File: src/vpb_pkg.sv
package vpb_pkg;

  localparam int DW     = 32;
  localparam int QAW    = 3;
  localparam int QDEPTH = 8;
  localparam int PAW    = 2;
  localparam int PF_LEN = 4;

  localparam logic [3:0] REG_CTRL = 4'h0;
  localparam logic [3:0] REG_STAT = 4'h4;

  localparam int CTRL_PF_EN  = 0;
  localparam int CTRL_VM_ARB = 2;
  localparam int CTRL_PM_ARB = 4;
  localparam int CTRL_VME_OWNERSHIP_BIT   = 6;
  localparam int CTRL_W      = 7;
  localparam logic [CTRL_W-1:0] CTRL_RESET = 7'h00;

  localparam int STAT_RX_CNT   = 0;
  localparam int STAT_TX_CNT   = 4;
  localparam int STAT_PF_CNT   = 8;
  localparam int STAT_VME_OWNERSHIP_BIT_ACK = 12;

  localparam logic [DW-1:0] PF_STRIDE = 32'h0000_0004;

  typedef enum logic [2:0] {
    XM_A16, XM_A24, XM_A32, XM_BLT, XM_MBLT, XM_A64, XM_A40, XM_MD32
  } vpb_xmode_e;

  typedef enum logic [1:0] {ARB_FAIR, ARB_A_FIRST, ARB_B_FIRST} vpb_arb_e;

  typedef enum logic [1:0] {CYC_SINGLE, CYC_RMW, CYC_ADOH} vpb_cyc_e;

  // modes the bridge carries on either bus
  function automatic logic vpb_mode_ok(input logic [2:0] m);
    return (m != XM_A64) && (m != XM_A40) && (m != XM_MD32);
  endfunction : vpb_mode_ok

  function automatic logic vpb_is_block(input logic [2:0] m);
    return (m == XM_BLT) || (m == XM_MBLT);
  endfunction : vpb_is_block

endpackage : vpb_pkg

File: src/vpb_arb_if.sv
`timescale 1ns/100ps
interface vpb_arb_if;
  logic       req_urg;
  logic       req_a;
  logic       req_b;
  logic [1:0] mode;
  logic       gnt_urg;
  logic       gnt_a;
  logic       gnt_b;
  modport arb  (input req_urg, req_a, req_b, mode, output gnt_urg, gnt_a, gnt_b);
  modport user (output req_urg, req_a, req_b, mode, input gnt_urg, gnt_a, gnt_b);
endinterface : vpb_arb_if

File: src/vpb_arbiter.sv
`timescale 1ns/100ps
module vpb_arbiter (
  input wire logic clk_i,
  input wire logic rst_n_i,
  input wire logic ce_i,
  vpb_arb_if.arb   bus
);

  logic busy;
  logic pick_a;
  logic last_b;

  always_comb
  begin
    busy = (bus.gnt_urg & bus.req_urg) | (bus.gnt_a & bus.req_a) | (bus.gnt_b & bus.req_b);
    case (bus.mode)
      vpb_pkg::ARB_A_FIRST: pick_a = 1'b1;
      vpb_pkg::ARB_B_FIRST: pick_a = 1'b0;
      default:              pick_a = last_b;
    endcase
  end

  always_ff @(posedge clk_i or negedge rst_n_i)
  begin
    if (!rst_n_i)
    begin
      bus.gnt_urg <= 1'b0;
      bus.gnt_a   <= 1'b0;
      bus.gnt_b   <= 1'b0;
    end
    else if (ce_i && !busy)
    begin
      bus.gnt_urg <= bus.req_urg;
      bus.gnt_a   <= !bus.req_urg & bus.req_a & (!bus.req_b | pick_a);
      bus.gnt_b   <= !bus.req_urg & bus.req_b & (!bus.req_a | !pick_a);
    end
  end

  always_ff @(posedge clk_i or negedge rst_n_i)
  begin
    if (!rst_n_i)
      last_b <= 1'b0;
    else if (ce_i && (bus.gnt_a || bus.gnt_b))
      last_b <= bus.gnt_b;
  end

  property p_urg_first;
    @(posedge clk_i) disable iff (!rst_n_i)
      ce_i && !busy && bus.req_urg |=> bus.gnt_urg && !bus.gnt_a && !bus.gnt_b;
  endproperty
  a_urg_first: assert property (p_urg_first) else $error("urgent request not first");

  property p_hold;
    @(posedge clk_i) disable iff (!rst_n_i)
      bus.gnt_a && bus.req_a |=> bus.gnt_a;
  endproperty
  a_hold: assert property (p_hold) else $error("grant lost before done");

  property p_fair;
    @(posedge clk_i) disable iff (!rst_n_i)
      ce_i && !busy && bus.req_a && bus.req_b && !bus.req_urg && bus.mode == vpb_pkg::ARB_FAIR
      ##0 $past(bus.gnt_b) && !$past(bus.gnt_a) && last_b |=> bus.gnt_a;
  endproperty
  a_fair: assert property (p_fair) else $error("fair turn skipped");

endmodule : vpb_arbiter

File: src/vpb_bridge.sv
`timescale 1ns/100ps
// What this block does
// - VME slave writes posted or coupled per slave image setting.
// - Posted VME write queued in receive queue, acknowledged at once.
// - Coupled VME write acknowledged only after PCI transaction completes.
// - Block read with prefetch enabled starts a prefetched read.
// - Prefetch fills queue by PCI burst; block data served from queue.
// - VME slave accepts all modes except A64, A40, MD32.
// - VME mastership only for target, DMA or interrupt channel.
// - Interrupt channel beats target and DMA; their order configurable.
// - VME master issues all modes except A64, A40, MD32.
// - VME master does RMW and ADOH; retry is no termination.
// - ADOH cycle carries the VME lock command.
// - PCI reads always coupled, completed with VME data.
// - PCI single-cycle writes posted or coupled per target image setting; RMW and ADOH writes coupled.
// - Posted PCI write queued in transmit queue, zero wait ack.
// - Queued PCI writes go to VME independent of PCI master.
// - Special cycles plus ownership give exclusive multi-cycle VME access.
// - PCI mastership for VME slave or DMA channel, configurable priority.
// - DMA and target channel arbitrated fairly for VME master in ARB_FAIR mode (reset value) and value 3; ARB_A_FIRST, ARB_B_FIRST give fixed priority.
// - Granted channel keeps the bus until it is done.
module vpb_bridge (
  input  wire logic                   clock_i,
  input  wire logic                   reset_n_i,
  input  wire logic                   ce_i,
  input  wire logic [3:0]             reg_addr_i,
  input  wire logic [vpb_pkg::DW-1:0] reg_wdata_i,
  input  wire logic                   reg_wr_i,
  input  wire logic                   reg_rd_i,
  output logic      [vpb_pkg::DW-1:0] reg_rdata_o,
  input  wire logic                   vs_req_i,
  input  wire logic                   vs_write_i,
  input  wire logic                   vs_posted_i,
  input  wire logic [2:0]             vs_mode_i,
  input  wire logic [vpb_pkg::DW-1:0] vs_addr_i,
  input  wire logic [vpb_pkg::DW-1:0] vs_wdata_i,
  output logic                        vs_ack_o,
  output logic                        vs_err_o,
  output logic      [vpb_pkg::DW-1:0] vs_rdata_o,
  output logic                        pm_req_o,
  output logic                        pm_write_o,
  output logic                        pm_burst_o,
  output logic      [vpb_pkg::DW-1:0] pm_addr_o,
  output logic      [vpb_pkg::DW-1:0] pm_wdata_o,
  input  wire logic                   pm_rvalid_i,
  input  wire logic [vpb_pkg::DW-1:0] pm_rdata_i,
  input  wire logic                   pm_done_i,
  input  wire logic                   pt_req_i,
  input  wire logic                   pt_write_i,
  input  wire logic                   pt_posted_i,
  input  wire logic [1:0]             pt_cycle_i,
  input  wire logic [2:0]             pt_mode_i,
  input  wire logic [vpb_pkg::DW-1:0] pt_addr_i,
  input  wire logic [vpb_pkg::DW-1:0] pt_wdata_i,
  output logic                        pt_ack_o,
  output logic                        pt_err_o,
  output logic      [vpb_pkg::DW-1:0] pt_rdata_o,
  output logic                        vm_req_o,
  output logic                        vm_write_o,
  output logic      [1:0]             vm_cycle_o,
  output logic      [2:0]             vm_mode_o,
  output logic      [vpb_pkg::DW-1:0] vm_addr_o,
  output logic      [vpb_pkg::DW-1:0] vm_wdata_o,
  input  wire logic [vpb_pkg::DW-1:0] vm_rdata_i,
  input  wire logic                   vm_done_i,
  input  wire logic                   vm_retry_i,
  input  wire logic                   irq_vm_req_i,
  output logic                        irq_vm_gnt_o,
  input  wire logic                   dma_vm_req_i,
  output logic                        dma_vm_gnt_o,
  input  wire logic                   dma_pm_req_i,
  output logic                        dma_pm_gnt_o
);

  typedef enum logic [1:0] {VS_IDLE, VS_CPL, VS_FILL} vpb_vs_e;
  typedef enum logic [1:0] {PJ_POST, PJ_CPL, PJ_FILL} vpb_pj_e;
  typedef enum logic       {PT_IDLE, PT_CPL} vpb_pt_e;

  logic                        rst_q1;
  logic                        rst_n;
  logic [vpb_pkg::CTRL_W-1:0]  ctrl;
  logic                        pf_en;
  logic                        vme_ownership_bit;
  logic                        vme_ownership_bit_ack;
  vpb_vs_e                     vs_st;
  vpb_pj_e                     pm_job;
  vpb_pt_e                     pt_st;
  logic [vpb_pkg::DW-1:0]      rx_addr [vpb_pkg::QDEPTH];
  logic [vpb_pkg::DW-1:0]      rx_data [vpb_pkg::QDEPTH];
  logic [vpb_pkg::QAW-1:0]     rx_wp;
  logic [vpb_pkg::QAW-1:0]     rx_rp;
  logic [vpb_pkg::QAW:0]       rx_cnt;
  logic [vpb_pkg::DW-1:0]      tx_addr [vpb_pkg::QDEPTH];
  logic [vpb_pkg::DW-1:0]      tx_data [vpb_pkg::QDEPTH];
  logic [2:0]                  tx_mode [vpb_pkg::QDEPTH];
  logic [vpb_pkg::QAW-1:0]     tx_wp;
  logic [vpb_pkg::QAW-1:0]     tx_rp;
  logic [vpb_pkg::QAW:0]       tx_cnt;
  logic [vpb_pkg::DW-1:0]      pfq [vpb_pkg::PF_LEN];
  logic [vpb_pkg::PAW-1:0]     pf_wp;
  logic [vpb_pkg::PAW-1:0]     pf_rp;
  logic [vpb_pkg::PAW:0]       pf_cnt;
  logic [vpb_pkg::DW-1:0]      pf_addr;
  logic                        vs_take;
  logic                        vs_bad;
  logic                        vs_post;
  logic                        vs_pf;
  logic                        vs_hit;
  logic                        rx_full;
  logic                        rx_push;
  logic                        rx_pop;
  logic                        pf_push;
  logic                        pm_end;
  logic                        pt_take;
  logic                        pt_bad;
  logic                        pt_post;
  logic                        tx_full;
  logic                        tx_push;
  logic                        tx_pop;
  logic                        vm_cpl;
  logic                        vm_end;

  vpb_arb_if pm_arb ();
  vpb_arb_if vm_arb ();

  //////////////////////////////////////////////////////////////////////////////
  // reset release and registers

  always_ff @(posedge clock_i or negedge reset_n_i)
  begin
    if (!reset_n_i)
    begin
      rst_q1 <= 1'b0;
      rst_n  <= 1'b0;
    end
    else
    begin
      rst_q1 <= 1'b1;
      rst_n  <= rst_q1;
    end
  end

  assign pf_en = ctrl[vpb_pkg::CTRL_PF_EN];
  assign vme_ownership_bit  = ctrl[vpb_pkg::CTRL_VME_OWNERSHIP_BIT];

  always_ff @(posedge clock_i or negedge rst_n)
  begin
    if (!rst_n)
      ctrl <= vpb_pkg::CTRL_RESET;
    else if (ce_i && reg_wr_i && reg_addr_i == vpb_pkg::REG_CTRL)
      ctrl <= reg_wdata_i[vpb_pkg::CTRL_W-1:0];
  end

  always_ff @(posedge clock_i or negedge rst_n)
  begin
    if (!rst_n)
      reg_rdata_o <= '0;
    else if (ce_i)
    begin
      reg_rdata_o <= '0;
      if (reg_rd_i && reg_addr_i == vpb_pkg::REG_CTRL)
        reg_rdata_o[vpb_pkg::CTRL_W-1:0] <= ctrl;
      else if (reg_rd_i && reg_addr_i == vpb_pkg::REG_STAT)
      begin
        reg_rdata_o[vpb_pkg::STAT_RX_CNT +: vpb_pkg::QAW+1] <= rx_cnt;
        reg_rdata_o[vpb_pkg::STAT_TX_CNT +: vpb_pkg::QAW+1] <= tx_cnt;
        reg_rdata_o[vpb_pkg::STAT_PF_CNT +: vpb_pkg::PAW+1] <= pf_cnt;
        reg_rdata_o[vpb_pkg::STAT_VME_OWNERSHIP_BIT_ACK]                 <= vme_ownership_bit_ack;
      end
    end
  end

  //////////////////////////////////////////////////////////////////////////////
  // vme slave channel

  always_comb
  begin
    vs_take = ce_i && vs_req_i && vs_st == VS_IDLE && !vs_ack_o && !vs_err_o;
    vs_bad  = !vpb_pkg::vpb_mode_ok(vs_mode_i);
    vs_post = vs_write_i && vs_posted_i;
    vs_pf   = !vs_write_i && pf_en && vpb_pkg::vpb_is_block(vs_mode_i);
    vs_hit  = !vs_bad && vs_pf && pf_cnt != '0 && vs_addr_i == pf_addr;
    rx_full = rx_cnt == (vpb_pkg::QAW+1)'(vpb_pkg::QDEPTH);
    rx_push = vs_take && !vs_bad && vs_post && !rx_full;
  end

  always_ff @(posedge clock_i or negedge rst_n)
  begin
    if (!rst_n)
    begin
      vs_st      <= VS_IDLE;
      vs_ack_o   <= 1'b0;
      vs_err_o   <= 1'b0;
      vs_rdata_o <= '0;
    end
    else if (ce_i)
    begin
      vs_ack_o <= 1'b0;
      vs_err_o <= 1'b0;
      unique case (vs_st)
        VS_IDLE:
          if (vs_take)
          begin
            if (vs_bad)
              vs_err_o <= 1'b1;
            else if (vs_post)
              vs_ack_o <= !rx_full;
            else if (vs_hit)
            begin
              vs_ack_o   <= 1'b1;
              vs_rdata_o <= pfq[pf_rp];
            end
            else if (vs_pf)
              vs_st <= VS_FILL;
            else
              vs_st <= VS_CPL;
          end
        VS_CPL:
          if (pm_end && pm_job == PJ_CPL)
          begin
            vs_ack_o   <= 1'b1;
            vs_rdata_o <= pm_rdata_i;
            vs_st      <= VS_IDLE;
          end
        VS_FILL:
          if (pm_end && pm_job == PJ_FILL)
            vs_st <= VS_IDLE;
      endcase
    end
  end

  always_ff @(posedge clock_i)
  begin
    if (rx_push)
    begin
      rx_addr[rx_wp] <= vs_addr_i;
      rx_data[rx_wp] <= vs_wdata_i;
    end
  end

  always_ff @(posedge clock_i or negedge rst_n)
  begin
    if (!rst_n)
    begin
      rx_wp  <= '0;
      rx_rp  <= '0;
      rx_cnt <= '0;
    end
    else
    begin
      if (rx_push)
        rx_wp <= rx_wp + 1'b1;
      if (rx_pop)
        rx_rp <= rx_rp + 1'b1;
      if (rx_push != rx_pop)
        rx_cnt <= rx_push ? rx_cnt + 1'b1 : rx_cnt - 1'b1;
    end
  end

  assign pf_push = ce_i && pm_req_o && pm_job == PJ_FILL && pm_rvalid_i
                   && pf_cnt != (vpb_pkg::PAW+1)'(vpb_pkg::PF_LEN);

  always_ff @(posedge clock_i)
  begin
    if (pf_push)
      pfq[pf_wp] <= pm_rdata_i;
  end

  always_ff @(posedge clock_i or negedge rst_n)
  begin
    if (!rst_n)
    begin
      pf_wp   <= '0;
      pf_rp   <= '0;
      pf_cnt  <= '0;
      pf_addr <= '0;
    end
    else if (vs_take && vs_hit)
    begin
      pf_rp   <= pf_rp + 1'b1;
      pf_cnt  <= pf_cnt - 1'b1;
      pf_addr <= pf_addr + vpb_pkg::PF_STRIDE;
    end
    else if (vs_take)
    begin
      pf_wp   <= '0;
      pf_rp   <= '0;
      pf_cnt  <= '0;
      pf_addr <= vs_addr_i;
    end
    else if (pf_push)
    begin
      pf_wp  <= pf_wp + 1'b1;
      pf_cnt <= pf_cnt + 1'b1;
    end
  end

  //////////////////////////////////////////////////////////////////////////////
  // pci master interface

  assign pm_arb.req_urg = 1'b0;
  assign pm_arb.req_a   = rx_cnt != '0 || vs_st != VS_IDLE || pm_req_o;
  assign pm_arb.req_b   = dma_pm_req_i;
  assign pm_arb.mode    = ctrl[vpb_pkg::CTRL_PM_ARB +: 2];
  assign dma_pm_gnt_o   = pm_arb.gnt_b;
  assign pm_end         = ce_i && pm_req_o && pm_done_i;
  assign rx_pop         = ce_i && !pm_req_o && pm_arb.gnt_a && rx_cnt != '0;

  vpb_arbiter u_pm_arb (
    .clk_i   (clock_i),
    .rst_n_i (rst_n),
    .ce_i    (ce_i),
    .bus     (pm_arb.arb)
  );

  always_ff @(posedge clock_i or negedge rst_n)
  begin
    if (!rst_n)
    begin
      pm_req_o   <= 1'b0;
      pm_job     <= PJ_POST;
      pm_write_o <= 1'b0;
      pm_burst_o <= 1'b0;
      pm_addr_o  <= '0;
      pm_wdata_o <= '0;
    end
    else if (pm_end)
      pm_req_o <= 1'b0;
    else if (rx_pop)
    begin
      pm_req_o   <= 1'b1;
      pm_job     <= PJ_POST;
      pm_write_o <= 1'b1;
      pm_burst_o <= 1'b0;
      pm_addr_o  <= rx_addr[rx_rp];
      pm_wdata_o <= rx_data[rx_rp];
    end
    else if (ce_i && !pm_req_o && pm_arb.gnt_a && vs_st == VS_CPL)
    begin
      pm_req_o   <= 1'b1;
      pm_job     <= PJ_CPL;
      pm_write_o <= vs_write_i;
      pm_burst_o <= 1'b0;
      pm_addr_o  <= vs_addr_i;
      pm_wdata_o <= vs_wdata_i;
    end
    else if (ce_i && !pm_req_o && pm_arb.gnt_a && vs_st == VS_FILL)
    begin
      pm_req_o   <= 1'b1;
      pm_job     <= PJ_FILL;
      pm_write_o <= 1'b0;
      pm_burst_o <= 1'b1;
      pm_addr_o  <= pf_addr;
    end
  end

  //////////////////////////////////////////////////////////////////////////////
  // pci target channel

  always_comb
  begin
    pt_take = ce_i && pt_req_i && pt_st == PT_IDLE && !pt_ack_o && !pt_err_o;
    pt_bad  = !vpb_pkg::vpb_mode_ok(pt_mode_i);
    pt_post = pt_write_i && pt_posted_i && pt_cycle_i == vpb_pkg::CYC_SINGLE;
    tx_full = tx_cnt == (vpb_pkg::QAW+1)'(vpb_pkg::QDEPTH);
    tx_push = pt_take && !pt_bad && pt_post && !tx_full;
  end

  always_ff @(posedge clock_i or negedge rst_n)
  begin
    if (!rst_n)
    begin
      pt_st      <= PT_IDLE;
      pt_ack_o   <= 1'b0;
      pt_err_o   <= 1'b0;
      pt_rdata_o <= '0;
    end
    else if (ce_i)
    begin
      pt_ack_o <= 1'b0;
      pt_err_o <= 1'b0;
      unique case (pt_st)
        PT_IDLE:
          if (pt_take)
          begin
            if (pt_bad)
              pt_err_o <= 1'b1;
            else if (pt_post)
              pt_ack_o <= !tx_full;
            else
              pt_st <= PT_CPL;
          end
        PT_CPL:
          if (vm_end && vm_cpl)
          begin
            pt_ack_o   <= 1'b1;
            pt_rdata_o <= vm_rdata_i;
            pt_st      <= PT_IDLE;
          end
      endcase
    end
  end

  always_ff @(posedge clock_i)
  begin
    if (tx_push)
    begin
      tx_addr[tx_wp] <= pt_addr_i;
      tx_data[tx_wp] <= pt_wdata_i;
      tx_mode[tx_wp] <= pt_mode_i;
    end
  end

  always_ff @(posedge clock_i or negedge rst_n)
  begin
    if (!rst_n)
    begin
      tx_wp  <= '0;
      tx_rp  <= '0;
      tx_cnt <= '0;
    end
    else
    begin
      if (tx_push)
        tx_wp <= tx_wp + 1'b1;
      if (tx_pop)
        tx_rp <= tx_rp + 1'b1;
      if (tx_push != tx_pop)
        tx_cnt <= tx_push ? tx_cnt + 1'b1 : tx_cnt - 1'b1;
    end
  end

  //////////////////////////////////////////////////////////////////////////////
  // vme master interface

  assign vm_arb.req_urg = irq_vm_req_i;
  assign vm_arb.req_a   = tx_cnt != '0 || pt_st != PT_IDLE || vm_req_o || vme_ownership_bit;
  assign vm_arb.req_b   = dma_vm_req_i && !vme_ownership_bit;
  assign vm_arb.mode    = ctrl[vpb_pkg::CTRL_VM_ARB +: 2];
  assign irq_vm_gnt_o   = vm_arb.gnt_urg;
  assign dma_vm_gnt_o   = vm_arb.gnt_b;
  assign vm_end         = ce_i && vm_req_o && vm_done_i && !vm_retry_i;
  assign tx_pop         = ce_i && !vm_req_o && vm_arb.gnt_a && tx_cnt != '0;

  vpb_arbiter u_vm_arb (
    .clk_i   (clock_i),
    .rst_n_i (rst_n),
    .ce_i    (ce_i),
    .bus     (vm_arb.arb)
  );

  always_ff @(posedge clock_i or negedge rst_n)
  begin
    if (!rst_n)
      vme_ownership_bit_ack <= 1'b0;
    else if (ce_i)
      vme_ownership_bit_ack <= vme_ownership_bit && vm_arb.gnt_a;
  end

  always_ff @(posedge clock_i or negedge rst_n)
  begin
    if (!rst_n)
    begin
      vm_req_o   <= 1'b0;
      vm_cpl     <= 1'b0;
      vm_write_o <= 1'b0;
      vm_cycle_o <= vpb_pkg::CYC_SINGLE;
      vm_mode_o  <= '0;
      vm_addr_o  <= '0;
      vm_wdata_o <= '0;
    end
    else if (vm_end)
      vm_req_o <= 1'b0;
    else if (tx_pop)
    begin
      vm_req_o   <= 1'b1;
      vm_cpl     <= 1'b0;
      vm_write_o <= 1'b1;
      vm_cycle_o <= vpb_pkg::CYC_SINGLE;
      vm_mode_o  <= tx_mode[tx_rp];
      vm_addr_o  <= tx_addr[tx_rp];
      vm_wdata_o <= tx_data[tx_rp];
    end
    else if (ce_i && !vm_req_o && vm_arb.gnt_a && pt_st == PT_CPL)
    begin
      vm_req_o   <= 1'b1;
      vm_cpl     <= 1'b1;
      vm_write_o <= pt_write_i;
      vm_cycle_o <= pt_cycle_i;
      vm_mode_o  <= pt_mode_i;
      vm_addr_o  <= pt_addr_i;
      vm_wdata_o <= pt_wdata_i;
    end
  end

  //////////////////////////////////////////////////////////////////////////////
  // checks

  property p_post_ack;
    @(posedge clock_i) disable iff (!rst_n)
      rx_push |=> vs_ack_o && rx_cnt != '0;
  endproperty
  a_post_ack: assert property (p_post_ack) else $error("posted write not acked");

  property p_cpl_ack;
    @(posedge clock_i) disable iff (!rst_n)
      vs_ack_o && $past(vs_st) == VS_CPL |-> $past(pm_done_i) && $past(pm_req_o);
  endproperty
  a_cpl_ack: assert property (p_cpl_ack) else $error("coupled ack before pci end");

  property p_pf_start;
    @(posedge clock_i) disable iff (!rst_n)
      vs_take && vs_pf && !vs_bad && !vs_hit |=> vs_st == VS_FILL;
  endproperty
  a_pf_start: assert property (p_pf_start) else $error("prefetch not started");

  property p_mode_rej;
    @(posedge clock_i) disable iff (!rst_n)
      vs_take && vs_bad |=> vs_err_o && !vs_ack_o && vs_st == VS_IDLE;
  endproperty
  a_mode_rej: assert property (p_mode_rej) else $error("bad mode accepted");

  property p_pm_gnt;
    @(posedge clock_i) disable iff (!rst_n)
      pm_req_o |-> pm_arb.gnt_a && !pm_arb.gnt_b;
  endproperty
  a_pm_gnt: assert property (p_pm_gnt) else $error("pci master without grant");

  property p_vm_gnt;
    @(posedge clock_i) disable iff (!rst_n)
      vm_req_o |-> vm_arb.gnt_a && !vm_arb.gnt_b && !vm_arb.gnt_urg;
  endproperty
  a_vm_gnt: assert property (p_vm_gnt) else $error("vme master without grant");

  property p_retry;
    @(posedge clock_i) disable iff (!rst_n)
      ce_i && vm_req_o && vm_retry_i |=> vm_req_o && $stable(vm_addr_o);
  endproperty
  a_retry: assert property (p_retry) else $error("retry ended the cycle");

  property p_tx_ack;
    @(posedge clock_i) disable iff (!rst_n)
      tx_push |=> pt_ack_o && pt_st == PT_IDLE;
  endproperty
  a_tx_ack: assert property (p_tx_ack) else $error("posted pci write waited");

endmodule : vpb_bridge

File: config.mk
export PLATFORM = sky130hd
export DESIGN_NAME = vpb_bridge
export DESIGN_NICKNAME = d
export VERILOG_FILES = /design/src/vpb_pkg.sv /design/src/vpb_arb_if.sv /design/src/vpb_arbiter.sv /design/src/vpb_bridge.sv
export SDC_FILE = /design/constraint.sdc
export NUM_CORES = 2
export LEC_CHECK = 0
export BUFFER_PORTS_ARGS = -buffer_cell sky130_fd_sc_hd__buf_4
export CORE_ASPECT_RATIO = 0.75
export CORE_MARGIN = 2
export CORE_UTILIZATION = 50
export DETAILED_ROUTE_END_ITERATION = 8
export PLACE_DENSITY = 0.71
export SLEW_MARGIN = 25
export SYNTH_ARGS = -nofsm -noshare
export SYNTH_HDL_FRONTEND = slang
export SYNTH_SLANG_ARGS = --single-unit
File: constraint.sdc
create_clock -name clock_i -period 23.4 [get_ports clock_i]
set_clock_uncertainty 0.15 [all_clocks]
set_input_delay 1.17 -clock clock_i [delete_from_list [all_inputs] [get_ports clock_i]]
set_output_delay 1.17 -clock clock_i [all_outputs]
set_load 0.005 [all_outputs]
==> load_flow_metrics.sql <==
INSERT INTO impl_metrics (metric_group, metric, value, unit) VALUES
('setup_path', 'cpMostUsedCell', 'sky130_fd_sc_hd__buf_4', ''),
('setup_path', 'timing.rr.end', 'rx_data[6][29]', ''),
('layout', 'most_common_cell_after_layout_fill_and_taps_aside', 'sky130_fd_sc_hd__edfxtp_1', ''),
('power', 'worst_ir_drop_vdd', '0.0000868', 'V'),
('power', 'p_sw', '2.17', 'mW'),
('floorplanning', 'die_outline_height', '299', 'µm'),
('logic_synthesis', 'combinational_family_with_the_most_area_after_synthesis', 'multiplexers', ''),
('grt', 'groute.usage.overall', '22.6', '%'),
('setup_path', 'worst_path_max_delay_cell', 'sky130_fd_sc_hd__buf_4', ''),
('logic_synthesis', 'largest_area_contributor_in_the_synthesized_netlist', 'sky130_fd_sc_hd__edfxtp_1', ''),
('timing', 'unrepaired_setup_endpoints_after_global_routing', 'no', ''),
('routing', 'drcViolationCount', '1', ''),
('setup_path', 'ff2ff_path_depth', '11', ''),
('setup_path', 'worstSetupStartpointType', 'flop', ''),
('logic_synthesis', 'synthArstFlopShare', '20.3', '%'),
('timing', 'finalSetupViolCount', '0', ''),
('power', 'cellLeakagePower', '23.9', 'nW'),
('logic_synthesis', 'synth.lib_cells_used.distinct', '66', ''),
('layout', 'most-common-layout-cells', 'sky130_fd_sc_hd__edfxtp_1, sky130_fd_sc_hd__buf_4, sky130_fd_sc_hd__mux4_2', ''),
('layout', 'fillerInstances', '8409', ''),
('clocking', 'clock_latency', '0.76', 'ns'),
('clocking', 'worst_setup_hold_path_clk_slew', '0.06', 'ns'),
('floorplanning', 'floorplan.core_area', '115000', 'µm²'),
('setup_path', 'crit_fanout', '37', ''),
('placement', 'io_buffers', '449', ''),
('logic_synthesis', 'edff_count_synth', '1176', ''),
('routing', 'finalWirelength', '134000', 'µm'),
('clocking', 'cts_resized', '0', ''),
('timing', 'finalCriticalPeriod', '4.55', 'ns'),
('logic_synthesis', 'yosysTopAreaCellShare', '60.8', '%'),
('logic_synthesis', 'synth_compound_gate_area_share', '3.87', '%'),
('clocking', 'cts_tree', 'yes', ''),
('logic_synthesis', 'post_synth_main_area_contributors', 'sky130_fd_sc_hd__edfxtp_1, sky130_fd_sc_hd__dfrtp_1, sky130_fd_sc_hd__mux4_2', ''),
('clocking', 'cts.repair_timing.setup_buffer_count', '0', ''),
('setup_path', 'crit-reg2reg-launch', 'vs_st[1]', ''),
('routing', 'routed_via_density', '5.90', ''),
('logic_synthesis', 'yosys_most_used_dff', 'sky130_fd_sc_hd__edfxtp_1', ''),
('power', 'internal', '5.33', 'mW'),
('routing', 'wire_per_inst', '25.9', 'µm'),
('logic_synthesis', 'synth-seq-area-share', '73.7', '%'),
('power', 'pwr_density_cell', '111', 'nW/µm²'),
('logic_synthesis', 'synth.ff_latch_count', '1475', ''),
('status', 'violated_checks', 'design-rule violations', ''),
('hold_path', 'min-delay-path-class', 'reg -> async', ''),
('logic_synthesis', 'netlist_instances', '3030', ''),
('timing', 'setup_tns', '0', 'ns'),
('floorplanning', 'floorplan.die_area', '119000', 'µm²'),
('layout', 'final-seq-area', '42800', 'µm²'),
('layout', 'proportion_of_layout_cells_with_a_drive_suffix_above_1', '33.1', '%'),
('timing', 'final_min_period_over_clock_period', '19.4', '%'),
('setup_path', 'timing.critical_path.required', '23.62', 'ns'),
('setup_path', 'timing.critical_path.buf_inv', '5', ''),
('clocking', 'cts-root-buf', 'sky130_fd_sc_hd__clkbuf_16', ''),
('setup_path', 'critical_path_arrival', '4.76', 'ns'),
('routing', 'drtPass1Iterations', '9', ''),
('logic_synthesis', 'synthAdderAreaFrac', '0.521', '%'),
('timing', 'slew_viol_final', '0', ''),
('routing', 'via_count', '30600', ''),
('setup_path', 'timing.critical_path.slowest_cell_delay', '0.64', 'ns'),
('floorplanning', 'start_util', '50.3', '%'),
('power', 'total_power', '7.50', 'mW'),
('power', 'power_frac_clock', '29.6', '%'),
('grt', 'overall_overflow_remaining_after_global_route', '0', ''),
('routing', 'drt-initial-drc-count', '2549', ''),
('clocking', 'cts_sinks', '1475', ''),
('floorplanning', 'i_o_pins', '495', ''),
('grt', 'maximum_number_of_pins_on_one_net_before_global_route_repair', '106', ''),
('grt', 'grt_first_pass_wirelength', '200000', 'µm'),
('setup_path', 'timing.critical_path.max_delay_family', 'buffers and inverters', ''),
('status', 'status', 'finished, violations left', ''),
('setup_path', 'r2r_setup_slack', '18.85', 'ns');
## flip-flops by register name, summed over array words and instances, names as in the netlist, 7 cells and up
signal	cells
vm_wdata_o	32
tx_addr	256
ctrl	7
pt_rdata_o	32
tx_data	256
rx_addr	256
rx_data	256
tx_mode	24
pfq	128
reg_rdata_o	12
vs_rdata_o	32
pm_addr_o	32
pf_addr	32
vm_addr_o	32
pm_wdata_o	32
## kinds of logic after synthesis
kind of cell               count (synthesis)
muxes                                    565
adders and majority gates                 23
xor gates and xnor gates                  72
other                                      2
buffers and inverters                    216
AOI/OAI and AO/OA                        346
and+or+nand+nor                          331
DFF                                     1475
## through the flow
step | instances | hold WS, ns | area [µm²]
after floorplan | 3049 | 0.181 | 58100
after global placement | 4908 | 0.181 | 63200
after detailed placement | 4908 | 0.190 | 63200
after CTS | 5169 | 0.197 | 67700
after global routing | 5180 | 0.212 | 67800
final | 5183 | 0.176 | 67800
## cell type report
cell class	instances	area share, %
sequential	1475	63.2
multi-input combinational	1358	21.4
clock buffer	202	5.81
timing repair buffer	516	5.76
tap	1540	2.84
clock inverter	58	0.821
inverter	21	0.116
antenna	13	0.0480
## power by group through the flow
stage | clock [mW] | combinational, mW | sequential, mW
6_report | 2.22 | 1.92 | 3.36
5_1_grt | 2.37 | 2.08 | 3.39
4_1_cts | 2.27 | 1.92 | 3.37
3_5_place_dp | 0 | 1.92 | 3.42
3_3_place_gp | 0 | 1.88 | 3.41
2_1_floorplan | 0 | 1.32 | 3.27
## repair_timing
action                                  in CTS  in global routing
hold buffers                                 1                  0
endpoints found under the hold margin        2                  0
endpoints found under the setup margin       0                  0
## synthesized netlist by cell type, types with 21 or more instances
cell type	instances
sky130_fd_sc_hd__buf_2	29
sky130_fd_sc_hd__ha_1	21
sky130_fd_sc_hd__nand2_1	126
sky130_fd_sc_hd__o21ai_0	148
sky130_fd_sc_hd__mux4_2	294
sky130_fd_sc_hd__nor2_1	68
sky130_fd_sc_hd__xor2_1	45
sky130_fd_sc_hd__a222oi_1	32
sky130_fd_sc_hd__mux2i_1	105
sky130_fd_sc_hd__a21oi_1	47
sky130_fd_sc_hd__xnor2_1	27
sky130_fd_sc_hd__dfrtp_1	299
sky130_fd_sc_hd__nand3_1	23
sky130_fd_sc_hd__clkbuf_1	130
sky130_fd_sc_hd__edfxtp_1	1176
sky130_fd_sc_hd__mux2_2	161
sky130_fd_sc_hd__a22oi_1	69
## per-layer routing
metal / wire (µm) / track usage, %
met1: 57200 / 33.1
met5: 57 / 0
met4: 2570 / 6.56
met2: 63400 / 34.2
met3: 10900 / 5.22
## worst max path at each step
stage | startpoint | slack [ns] | cells after the start | end
floorplan | ce_i | 14.20 | 7 | rx_addr[0][0]
global placement | ce_i | 18.28 | 10 | rx_data[7][23]
detailed placement | ce_i | 18.18 | 10 | rx_data[7][26]
CTS | vs_st[1] | 18.88 | 11 | rx_data[7][27]
global route | vs_st[1] | 18.59 | 11 | rx_data[6][29]
finish | vs_st[1] | 18.85 | 11 | rx_data[6][29]
Note: power is estimated with default switching activity, not from simulation.
